$ cat config.mk
export PLATFORM = sky130hd
export DESIGN_NAME = eio_port
export DESIGN_NICKNAME = d
export VERILOG_FILES = /design/src/logic/eio_pkg.sv /design/src/logic/eio_imc.sv /design/src/logic/eio_port.sv
export SDC_FILE = /design/constraint.sdc
export NUM_CORES = 1
export LEC_CHECK = 0
export ABC_AREA = 1
export BUFFER_PORTS_ARGS = -buffer_cell sky130_fd_sc_hd__buf_2
export CORE_MARGIN = 1.5
export CORE_UTILIZATION = 35
export DETAILED_ROUTE_END_ITERATION = 7
export PLACE_DENSITY = 0.63
export RECOVER_POWER = 50
export SLEW_MARGIN = 10
export SYNTH_ARGS = -nofsm -noshare
export SYNTH_HDL_FRONTEND = slang
export SYNTH_SLANG_ARGS = --single-unit
export TNS_END_PERCENT = 10
$ cat constraint.sdc
create_clock -name clk -period 2.3 [get_ports clk]
set_clock_uncertainty 0.15 [all_clocks]
set_input_delay 0.575 -clock clk [delete_from_list [all_inputs] [get_ports clk]]
set_output_delay 0.575 -clock clk [all_outputs]
set_load 0.05 [all_outputs]
$ cat src/logic/eio_pkg.sv
// constants and types of the expansion i/o port block
// What this block does
// - four ports: three eight pins wide, the fourth three pins wide
// - each pin configured alone, by fixed configuration or software registers, except the macrocell clock select, which is shared per nibble
// - an assigned pin serves only its one function
// - output select from control register (first two ports) and fixed configuration
// - output sources: data-out, latched address, macrocell output, external chip select
// - readback presents exactly one selected source at a time
// - readback sources: data-out, macrocells, direction, control, live pin level
// - driver enable is array enable term or direction bit
// - without enable term or array output, direction bit alone drives enable
// - port registers writable and readable back for checking
// - wide ports have input macrocells: latch, register or pass-through
// - macrocell enable or clock selects address strobe or array term
// - macrocell outputs feed array input bus and are software readable
// - control bit zero puts pin in software i/o mode
// - software i/o output pin is driven by its data-out bit
// - one macrocell clock term per nibble of four pins
package eio_pkg;
    localparam int NPORT = 4;
    localparam int NWIDE = 3;
    localparam int PW = 8;
    localparam int PD_W = 3;
    localparam logic [7:0] REG_RST = 8'h00;
    // register byte address = {port, kind} * 4
    localparam logic [3:0] KIND_DOUT = 4'h0;
    localparam logic [3:0] KIND_DIR = 4'h1;
    localparam logic [3:0] KIND_CTRL = 4'h2;
    localparam logic [3:0] KIND_PIN = 4'h3;
    localparam logic [3:0] KIND_MCELL = 4'h4;
    localparam logic [3:0] KIND_IMC = 4'h5;
    localparam int KIND_LSB = 2;
    localparam int PORT_LSB = 6;
    localparam logic [1:0] RESP_OKAY = 2'h0;
    localparam logic [1:0] RESP_SLVERR = 2'h2;
    typedef enum logic [1:0] {
        EIO_SRC_DOUT = 2'b00,
        EIO_SRC_ADDR = 2'b01,
        EIO_SRC_MCELL = 2'b10,
        EIO_SRC_XCS = 2'b11
    } eio_src_e;
    typedef enum logic [1:0] {
        EIO_IMC_PASS = 2'b00,
        EIO_IMC_LATCH = 2'b01,
        EIO_IMC_REG = 2'b10
    } eio_imc_e;
endpackage

$ cat src/logic/eio_imc.sv
// input macrocells of one eight pin port
`timescale 1ns/1ps
module eio_imc (
    input wire logic clk,
    input wire logic reset,
    input wire logic ce,
    input wire logic [7:0] pin_in,
    input wire logic [15:0] mode,
    input wire logic [1:0] clk_sel,
    input wire logic strobe,
    input wire logic [1:0] clk_term,
    output logic [7:0] imc_out
);
    logic [7:0] hold_ff;
    logic [7:0] nxt_hold;
    logic [1:0] en_prv_ff;
    logic [1:0] nxt_en_prv;
    logic [1:0] en;
    always_comb begin
        for (int n = 0; n < 2; n++) begin
            en[n] = clk_sel[n] ? clk_term[n] : strobe;
        end
        nxt_en_prv = en;
        nxt_hold = hold_ff;
        imc_out = '0;
        for (int i = 0; i < 8; i++) begin
            // sampled edge of the enable, not a gated clock, to stay single domain
            unique case (eio_pkg::eio_imc_e'(mode[2*i+:2]))
                eio_pkg::EIO_IMC_LATCH: begin
                    if (en[i/4]) nxt_hold[i] = pin_in[i];
                    imc_out[i] = en[i/4] ? pin_in[i] : hold_ff[i];
                end
                eio_pkg::EIO_IMC_REG: begin
                    if (en[i/4] && !en_prv_ff[i/4]) nxt_hold[i] = pin_in[i];
                    imc_out[i] = hold_ff[i];
                end
                default: imc_out[i] = pin_in[i];
            endcase
        end
    end
    always_ff @(posedge clk) begin
        if (reset) begin
            hold_ff <= '0;
            en_prv_ff <= '0;
        end else if (ce) begin
            hold_ff <= nxt_hold;
            en_prv_ff <= nxt_en_prv;
        end
    end
endmodule

$ cat src/logic/eio_port.sv
// expansion i/o ports with axi4-lite register access
//
// Decided for this implementation: the placing of the registers and register access over AXI4-Lite.
`timescale 1ns/1ps
module eio_port (
    input wire logic clk,
    input wire logic reset,
    input wire logic ce,
    input wire logic [7:0] s_axi_awaddr,
    input wire logic s_axi_awvalid,
    output logic s_axi_awready,
    input wire logic [31:0] s_axi_wdata,
    input wire logic [3:0] s_axi_wstrb,
    input wire logic s_axi_wvalid,
    output logic s_axi_wready,
    output logic [1:0] s_axi_bresp,
    output logic s_axi_bvalid,
    input wire logic s_axi_bready,
    input wire logic [7:0] s_axi_araddr,
    input wire logic s_axi_arvalid,
    output logic s_axi_arready,
    output logic [31:0] s_axi_rdata,
    output logic [1:0] s_axi_rresp,
    output logic s_axi_rvalid,
    input wire logic s_axi_rready,
    input wire logic [31:0] cfg_src,
    input wire logic [31:0] cfg_oe_term_def,
    input wire logic [31:0] cfg_mcell_out,
    input wire logic [47:0] cfg_imc_mode,
    input wire logic [5:0] cfg_imc_clk_sel,
    input wire logic [31:0] pin_in,
    output logic [31:0] pin_out,
    output logic [31:0] pin_oe,
    input wire logic [15:0] latched_addr,
    input wire logic [31:0] mcell_in,
    input wire logic [31:0] xcs_in,
    input wire logic [31:0] oe_term,
    input wire logic address_latch_strobe,
    input wire logic [5:0] imc_clk_term,
    output logic [23:0] imc_bus
);
    // port d has three pins; upper five bits of every port d field stay zero
    localparam logic [31:0] PIN_MASK = 32'h07FFFFFF;
    logic [31:0] dout_ff, nxt_dout;
    logic [31:0] dir_ff, nxt_dir;
    logic [15:0] ctrl_ff, nxt_ctrl;
    logic [31:0] pin_s1_ff, pin_s2_ff;
    logic [5:0] als_s_ff;
    logic [31:0] pin_out_ff, nxt_pin_out;
    logic [31:0] pin_oe_ff, nxt_pin_oe;
    logic [23:0] imc_q;
    logic [23:0] imc_bus_ff;
    logic aw_got_ff, nxt_aw_got, w_got_ff, nxt_w_got, bvalid_ff, nxt_bvalid;
    logic [7:0] awaddr_ff, nxt_awaddr;
    logic [7:0] wdata_ff, nxt_wdata;
    logic wstrb_ff, nxt_wstrb;
    logic [1:0] bresp_ff, nxt_bresp;
    logic rvalid_ff, nxt_rvalid;
    logic [31:0] rdata_ff, nxt_rdata;
    logic [1:0] rresp_ff, nxt_rresp;
    logic do_wr, do_rd;

    function automatic logic addr_ok(input logic [7:0] a);
        logic [3:0] k;
        k = a[eio_pkg::KIND_LSB+:4];
        addr_ok = (k <= eio_pkg::KIND_IMC) && !(k == eio_pkg::KIND_CTRL && a[7])
            && !(k == eio_pkg::KIND_IMC && a[7:6] == 2'h3);
    endfunction

    genvar g;
    for (g = 0; g < eio_pkg::NWIDE; g++) begin : gen_imc
        eio_imc u_imc (
            .clk(clk),
            .reset(reset),
            .ce(ce),
            .pin_in(pin_s2_ff[8*g+:8]),
            .mode(cfg_imc_mode[16*g+:16]),
            .clk_sel(cfg_imc_clk_sel[2*g+:2]),
            .strobe(als_s_ff[5]),
            .clk_term(imc_clk_term[2*g+:2]),
            .imc_out(imc_q[8*g+:8])
        );
    end

    // pin drive: one source per pin, chosen by fixed config and control bit
    always_comb begin
        eio_pkg::eio_src_e src;
        src = eio_pkg::EIO_SRC_DOUT;
        nxt_pin_out = '0;
        nxt_pin_oe = '0;
        for (int i = 0; i < 32; i++) begin
            src = eio_pkg::eio_src_e'(cfg_src[i] ? 2'b10 : 2'b00);
            if (i < 16 && ctrl_ff[i]) src = eio_pkg::EIO_SRC_ADDR;
            if (cfg_mcell_out[i]) src = eio_pkg::EIO_SRC_MCELL;
            if (i >= 24 && cfg_src[i]) src = eio_pkg::EIO_SRC_XCS;
            unique case (src)
                eio_pkg::EIO_SRC_DOUT: nxt_pin_out[i] = dout_ff[i];
                eio_pkg::EIO_SRC_ADDR: nxt_pin_out[i] = latched_addr[i % 16];
                eio_pkg::EIO_SRC_MCELL: nxt_pin_out[i] = mcell_in[i];
                eio_pkg::EIO_SRC_XCS: nxt_pin_out[i] = xcs_in[i];
            endcase
            // with no term defined the direction bit alone decides
            nxt_pin_oe[i] = (cfg_oe_term_def[i] & oe_term[i]) | dir_ff[i];
        end
        nxt_pin_out = nxt_pin_out & PIN_MASK;
        nxt_pin_oe = nxt_pin_oe & PIN_MASK;
    end

    // axi write side: address and data may come in either order
    always_comb begin
        nxt_aw_got = aw_got_ff;
        nxt_w_got = w_got_ff;
        nxt_awaddr = awaddr_ff;
        nxt_wdata = wdata_ff;
        nxt_wstrb = wstrb_ff;
        nxt_bvalid = bvalid_ff;
        nxt_bresp = bresp_ff;
        nxt_dout = dout_ff;
        nxt_dir = dir_ff;
        nxt_ctrl = ctrl_ff;
        do_wr = aw_got_ff && w_got_ff && !bvalid_ff;
        if (s_axi_awvalid && !aw_got_ff && !bvalid_ff) begin
            nxt_aw_got = 1'b1;
            nxt_awaddr = s_axi_awaddr;
        end
        if (s_axi_wvalid && !w_got_ff && !bvalid_ff) begin
            nxt_w_got = 1'b1;
            nxt_wdata = s_axi_wdata[7:0];
            nxt_wstrb = s_axi_wstrb[0];
        end
        if (do_wr) begin
            nxt_bvalid = 1'b1;
            nxt_aw_got = 1'b0;
            nxt_w_got = 1'b0;
            nxt_bresp = addr_ok(awaddr_ff) ? eio_pkg::RESP_OKAY : eio_pkg::RESP_SLVERR;
            if (addr_ok(awaddr_ff) && wstrb_ff) begin
                unique case (awaddr_ff[eio_pkg::KIND_LSB+:4])
                    eio_pkg::KIND_DOUT: nxt_dout[8*awaddr_ff[7:6]+:8] = wdata_ff;
                    eio_pkg::KIND_DIR: nxt_dir[8*awaddr_ff[7:6]+:8] = wdata_ff;
                    eio_pkg::KIND_CTRL: nxt_ctrl[8*awaddr_ff[6]+:8] = wdata_ff;
                    default: ;
                endcase
            end
            nxt_dout = nxt_dout & PIN_MASK;
            nxt_dir = nxt_dir & PIN_MASK;
        end
        if (bvalid_ff && s_axi_bready) nxt_bvalid = 1'b0;
    end

    // axi read side: one source per access onto the data word
    always_comb begin
        logic [31:0] sel;
        sel = '0;
        nxt_rvalid = rvalid_ff;
        nxt_rdata = rdata_ff;
        nxt_rresp = rresp_ff;
        do_rd = s_axi_arvalid && !rvalid_ff;
        if (do_rd) begin
            unique case (s_axi_araddr[eio_pkg::KIND_LSB+:4])
                eio_pkg::KIND_DOUT: sel = dout_ff;
                eio_pkg::KIND_DIR: sel = dir_ff;
                eio_pkg::KIND_CTRL: sel = {16'h0000, ctrl_ff};
                eio_pkg::KIND_PIN: sel = pin_s2_ff & PIN_MASK;
                eio_pkg::KIND_MCELL: sel = mcell_in & PIN_MASK;
                eio_pkg::KIND_IMC: sel = {8'h00, imc_q};
                default: sel = '0;
            endcase
            nxt_rvalid = 1'b1;
            nxt_rdata = addr_ok(s_axi_araddr) ? {24'h000000, sel[8*s_axi_araddr[7:6]+:8]}
                                              : 32'h00000000;
            nxt_rresp = addr_ok(s_axi_araddr) ? eio_pkg::RESP_OKAY : eio_pkg::RESP_SLVERR;
        end else if (rvalid_ff && s_axi_rready) begin
            nxt_rvalid = 1'b0;
        end
    end

    always_ff @(posedge clk) begin
        if (reset) begin
            dout_ff <= {4{eio_pkg::REG_RST}};
            dir_ff <= {4{eio_pkg::REG_RST}};
            ctrl_ff <= {2{eio_pkg::REG_RST}};
            pin_s1_ff <= '0;
            pin_s2_ff <= '0;
            als_s_ff <= '0;
            pin_out_ff <= '0;
            pin_oe_ff <= '0;
            imc_bus_ff <= '0;
            aw_got_ff <= 1'b0;
            w_got_ff <= 1'b0;
            awaddr_ff <= '0;
            wdata_ff <= '0;
            wstrb_ff <= 1'b0;
            bvalid_ff <= 1'b0;
            bresp_ff <= '0;
            rvalid_ff <= 1'b0;
            rdata_ff <= '0;
            rresp_ff <= '0;
        end else if (ce) begin
            dout_ff <= nxt_dout;
            dir_ff <= nxt_dir;
            ctrl_ff <= nxt_ctrl;
            pin_s1_ff <= pin_in;
            pin_s2_ff <= pin_s1_ff;
            // strobe passes two flops; bit 5 is the synchronised copy
            als_s_ff <= {als_s_ff[4], address_latch_strobe, 4'h0};
            pin_out_ff <= nxt_pin_out;
            pin_oe_ff <= nxt_pin_oe;
            imc_bus_ff <= imc_q;
            aw_got_ff <= nxt_aw_got;
            w_got_ff <= nxt_w_got;
            awaddr_ff <= nxt_awaddr;
            wdata_ff <= nxt_wdata;
            wstrb_ff <= nxt_wstrb;
            bvalid_ff <= nxt_bvalid;
            bresp_ff <= nxt_bresp;
            rvalid_ff <= nxt_rvalid;
            rdata_ff <= nxt_rdata;
            rresp_ff <= nxt_rresp;
        end
    end

    // readies stay low while a response waits, so only one write is under way
    assign s_axi_awready = !aw_got_ff && !bvalid_ff && ce && !reset;
    assign s_axi_wready = !w_got_ff && !bvalid_ff && ce && !reset;
    assign s_axi_bvalid = bvalid_ff;
    assign s_axi_bresp = bresp_ff;
    assign s_axi_arready = !rvalid_ff && ce && !reset;
    assign s_axi_rvalid = rvalid_ff;
    assign s_axi_rdata = rdata_ff;
    assign s_axi_rresp = rresp_ff;
    assign pin_out = pin_out_ff;
    assign pin_oe = pin_oe_ff;
    assign imc_bus = imc_bus_ff;
endmodule

==> impl_summary.txt <==
----------------------------------------------------
[Run status]
  Status ... finished, final reports clean

[CTS]
  TritonCTS clock tree ... done
  Clock sink count ... 263
  Clock network latency to the later pin of the worst-skew pair ... 590 ps
  Clock-pin slew on the worst setup and hold paths ... 60 ps
  Number of buffers created by CTS ... 31
  Cell at the root of the clock tree ... sky130_fd_sc_hd__clkbuf_16
  Number of H-tree levels ... 1
  Clk buf depth ... 3
  Post-CTS Hold Buffers ... 0

[Routing]
  Post-detailed-route count of antenna-violating nets ... 0
  Post-detailed-route via-to-cell ratio ... 5.03
  Vias ... 15200
  Number of DRC violations after detailed routing ... 0
  Number of violations reported at the end of detailed-routing iteration 0 ... 951
  Total iterations of the first detailed-routing run ... 5
  Mean routed wirelength per cell ... 17.5 um
  Drt total wl ... 53200 um

[Synth]
  Area contributors post-synth ... sky130_fd_sc_hd__dfxtp_1, sky130_fd_sc_hd__nand2_1, sky130_fd_sc_hd__o21ai_0
  Yosys warns ... 0
  Area share of the leading cell type in the synthesized netlist ... 37.5%
  Number of distinct library cells after synthesis ... 32
  Cell type with the largest total area after synthesis ... sky130_fd_sc_hd__dfxtp_1
  Fraction of registers with async set or reset after synthesis ... 0%
  Number of standard cells after synthesis ... 2113
  Cell area after synthesis ... 14000 um2
  Fraction of the yosys area taken by sequential cells ... 37.5%
  Syn avg cell area ... 6.64 um2
  Most used flip-flop cell after synthesis ... sky130_fd_sc_hd__dfxtp_1
  Count of flip-flops with a built-in enable after synthesis ... 0
  Number of synthesized register bits ... 263

[Floorplanning]
  Number of top-level design ports ... 490
  Placeable Area ... 39600 um2
  Height of the chip ... 203 um
  Total die area ... 41300 um2
  Initial Utilization ... 35.4%
  Number of placement rows ... 73
  Die W ... 203 um

[Final layout]
  Area growth from synthesis to layout ... 25.5%
  Design Area, Final ... 17600 um2
  Number of nets in the final layout ... 2899
  Layout cell share with drive strength beyond 1 ... 19.6%

[Setup path]
  Data required, critical path ... 1570 ps
  Arrival time of the worst setup path ... 1550 ps
  Kind of start point of the critical path ... register
  Setup crit end kind ... output port
  Largest fanout on the critical path ... 4
  Worst Setup Path Type ... register to output port

[Timing]
  Setup repair after global routing missed its margin ... false
  Count of endpoints failing hold in the final timing report ... 0
  Final critical-path share of the clock period ... 99.0%
  Count of final setup violators ... 0
  Worst Max-Slew Pin Slew ... 1280 ps
  Upper clock frequency limit ... 0.439 GHz
  Final worst path period need ... 2280 ps
  Final-report max-slew violation count ... 0
  Slew headroom ... 15.0%

[Global routing]
  Antenna violations before repair ... 7
  Global route overflow ... 0
  Overall track demand over capacity in global routing ... 25.1%
  Largest net degree at the start of global routing ... 94
  Global-route wire length before repair ... 80500 um
  Via count of the first global-routing pass ... 14600

[Power and ir drop]
  Static leakage power ... 8.16 nW
  Power per unit of standard cell area ... 684 nW/um2
  Clock network fraction of design power ... 40.3%
  Register share of total power ... 40.9%
  Sw Ratio ... 31.1%
  Part of the power in combinational logic ... 18.8%
  Internal ... 8.30 mW
  Overall power ... 12.0 mW
  Total net switching power ... 3.74 mW
  Max VDD drop ... 0.567 mV

[Min path]
  Worst min path class ... input pin to register

[Place]
  Count of port buffers added during placement ... 363
  Routability-driven placement congestion ratio ... 0.906
  Post-detail-place hpwl ... 41500 um
  Area after detailed placement ... 16700 um2

[Flow run]
  Max capacitance violation total ... 0

----------------------------------------------------
[critical path: stages, from the launching register on]
cell and delay (ps):
sky130_fd_sc_hd__dfxtp_1 400, sky130_fd_sc_hd__nor3_4 190, sky130_fd_sc_hd__buf_2 350
[through the flow]
stage | hold slack [ps] | util, % | instances | setup TNS [ps] | setup slack [ps]
after floorplan | 284 | - | 2148 | -164 | -103
after global routing | 59.3 | 44.4 | 3031 | 0 | 0.302
after CTS | 32.1 | 44.5 | 3027 | 0 | 16.1
after detailed placement | 301 | 42.0 | 2977 | 0 | 54.3
final | 50.6 | 44.4 | 3032 | 0 | 23.4
after global placement | 300 | 42.0 | 2977 | 0 | 78.7
[cell usage after synthesis (3+ instances only)]
| cell type | count |
|---|---|
| sky130_fd_sc_hd__nand2_1 | 409 |
| sky130_fd_sc_hd__o21ai_1 | 9 |
| sky130_fd_sc_hd__inv_2 | 5 |
| sky130_fd_sc_hd__nand3_1 | 124 |
| sky130_fd_sc_hd__nand4_1 | 5 |
| sky130_fd_sc_hd__a31oi_1 | 34 |
| sky130_fd_sc_hd__dfxtp_1 | 263 |
| sky130_fd_sc_hd__nor2_4 | 3 |
| sky130_fd_sc_hd__buf_4 | 40 |
| sky130_fd_sc_hd__nand3_2 | 6 |
| sky130_fd_sc_hd__o21ai_0 | 290 |
| sky130_fd_sc_hd__ha_1 | 53 |
| sky130_fd_sc_hd__a21oi_1 | 245 |
| sky130_fd_sc_hd__clkbuf_1 | 67 |
| sky130_fd_sc_hd__inv_1 | 231 |
| sky130_fd_sc_hd__o211ai_1 | 5 |
| sky130_fd_sc_hd__nor3_1 | 16 |
| sky130_fd_sc_hd__o22ai_1 | 8 |
| sky130_fd_sc_hd__nand3b_1 | 14 |
| sky130_fd_sc_hd__buf_2 | 10 |
| sky130_fd_sc_hd__nor2_1 | 257 |
| sky130_fd_sc_hd__clkinv_1 | 3 |
| sky130_fd_sc_hd__nor2_2 | 4 |
[timing repair]
item                       CTS  global route
gates resized for setup      2             4
gates cloned                 0             0
setup endpoints to repair    2            10
setup buffers                0             0
hold endpoints to repair     0             0
[cells in the final DEF, fill, tap and decap left out, types with 6 or more instances in the layout]
cell type and count:
sky130_fd_sc_hd__nand2_1 409, sky130_fd_sc_hd__buf_2 357, sky130_fd_sc_hd__o21ai_0 290, sky130_fd_sc_hd__dfxtp_1 262, sky130_fd_sc_hd__nor2_1 255, sky130_fd_sc_hd__a21oi_1 245, sky130_fd_sc_hd__inv_1 231, sky130_fd_sc_hd__nand3_1 124
sky130_fd_sc_hd__ha_1 53, sky130_fd_sc_hd__buf_4 45, sky130_fd_sc_hd__conb_1 36, sky130_fd_sc_hd__a31oi_1 34, sky130_fd_sc_hd__clkbuf_16 31, sky130_fd_sc_hd__nor3_1 15, sky130_fd_sc_hd__nand3b_1 14, sky130_fd_sc_hd__clkbuf_1 13
sky130_fd_sc_hd__o21ai_1 9, sky130_fd_sc_hd__o22ai_1 8, sky130_fd_sc_hd__clkbuf_8 8, sky130_fd_sc_hd__buf_12 8, sky130_fd_sc_hd__nor2_2 6
[layer usage]
| layer | GRT usage, % | part of all wire [%] | vias to the layer above |
|---|---|---|---|
| li1 | - | - | 7608 |
| met3 | 3.88 | 6.7 | 95 |
| met1 | 33.2 | 44 | 6961 |
| met4 | 8.39 | 3.0 | 6 |
| met5 | 0 | 0.090 | - |
| met2 | 41.6 | 46 | 566 |
[final cells by class]
type	instances	area (um2)
Fill cell	4152	22000
Multi-Input combinational cell	1526	7420
Sequential cell	263	5270
Timing Repair Buffer	424	2360
Clock buffer	46	912
Inverter	239	912
Tap cell	525	657
Clock inverter	4	60.1
Antenna cell	5	12.5
[kinds of logic (layout without fill, tap and decap cells)]
family          count (synthesis)  in the layout  synth area share (%)
other cells                     1             41                0.0267
flops                         263            263                  37.5
buf+inv                       359            713                  10.9
fa+ha+maj                      53             53                  4.73
compound gates                594            594                  21.8
simple gates                  843            843                  25.0
[state kept, by name (all words and copies together) (netlist names), 2 cells and up]
register and count:
dout_ff 27, dir_ff 27, gen_imc.u_imc.hold_ff 24, ctrl_ff 16, awaddr_ff 6, pin_s1_ff 27, pin_s2_ff 27, wdata_ff 8
als_s_ff 2, pin_out 27, imc_bus 24, gen_imc.u_imc.en_prv_ff 6, pin_oe 27, s_axi_rdata 8
[final timing paths]
path / from / to / slack, ps / depth (start not counted)
worst min register to register: s_axi_rdata[5] / s_axi_rdata[5] / 310 / 2
worst max-delay path: s_axi_rvalid / s_axi_arready / 20 / 2
worst max register to register: awaddr_ff[7] / dout_ff[12] / 180 / 10
worst min-delay path: pin_in[6] / pin_s1_ff[6] / 50 / 3
[power groups by stage]
| stage | combinational, mW | clock [mW] | sequential, mW |
|---|---|---|---|
| 2_1_floorplan | 1.17 | 0 | 5.35 |
| 5_1_grt | 2.49 | 5.12 | 4.96 |
| 4_1_cts | 2.27 | 4.94 | 4.93 |
| 6_report | 2.26 | 4.85 | 4.93 |
| 3_5_place_dp | 2.26 | 0 | 5.02 |
| 3_3_place_gp | 2.22 | 0 | 5.02 |
No activity file was read; power rests on OpenSTA's default activity.
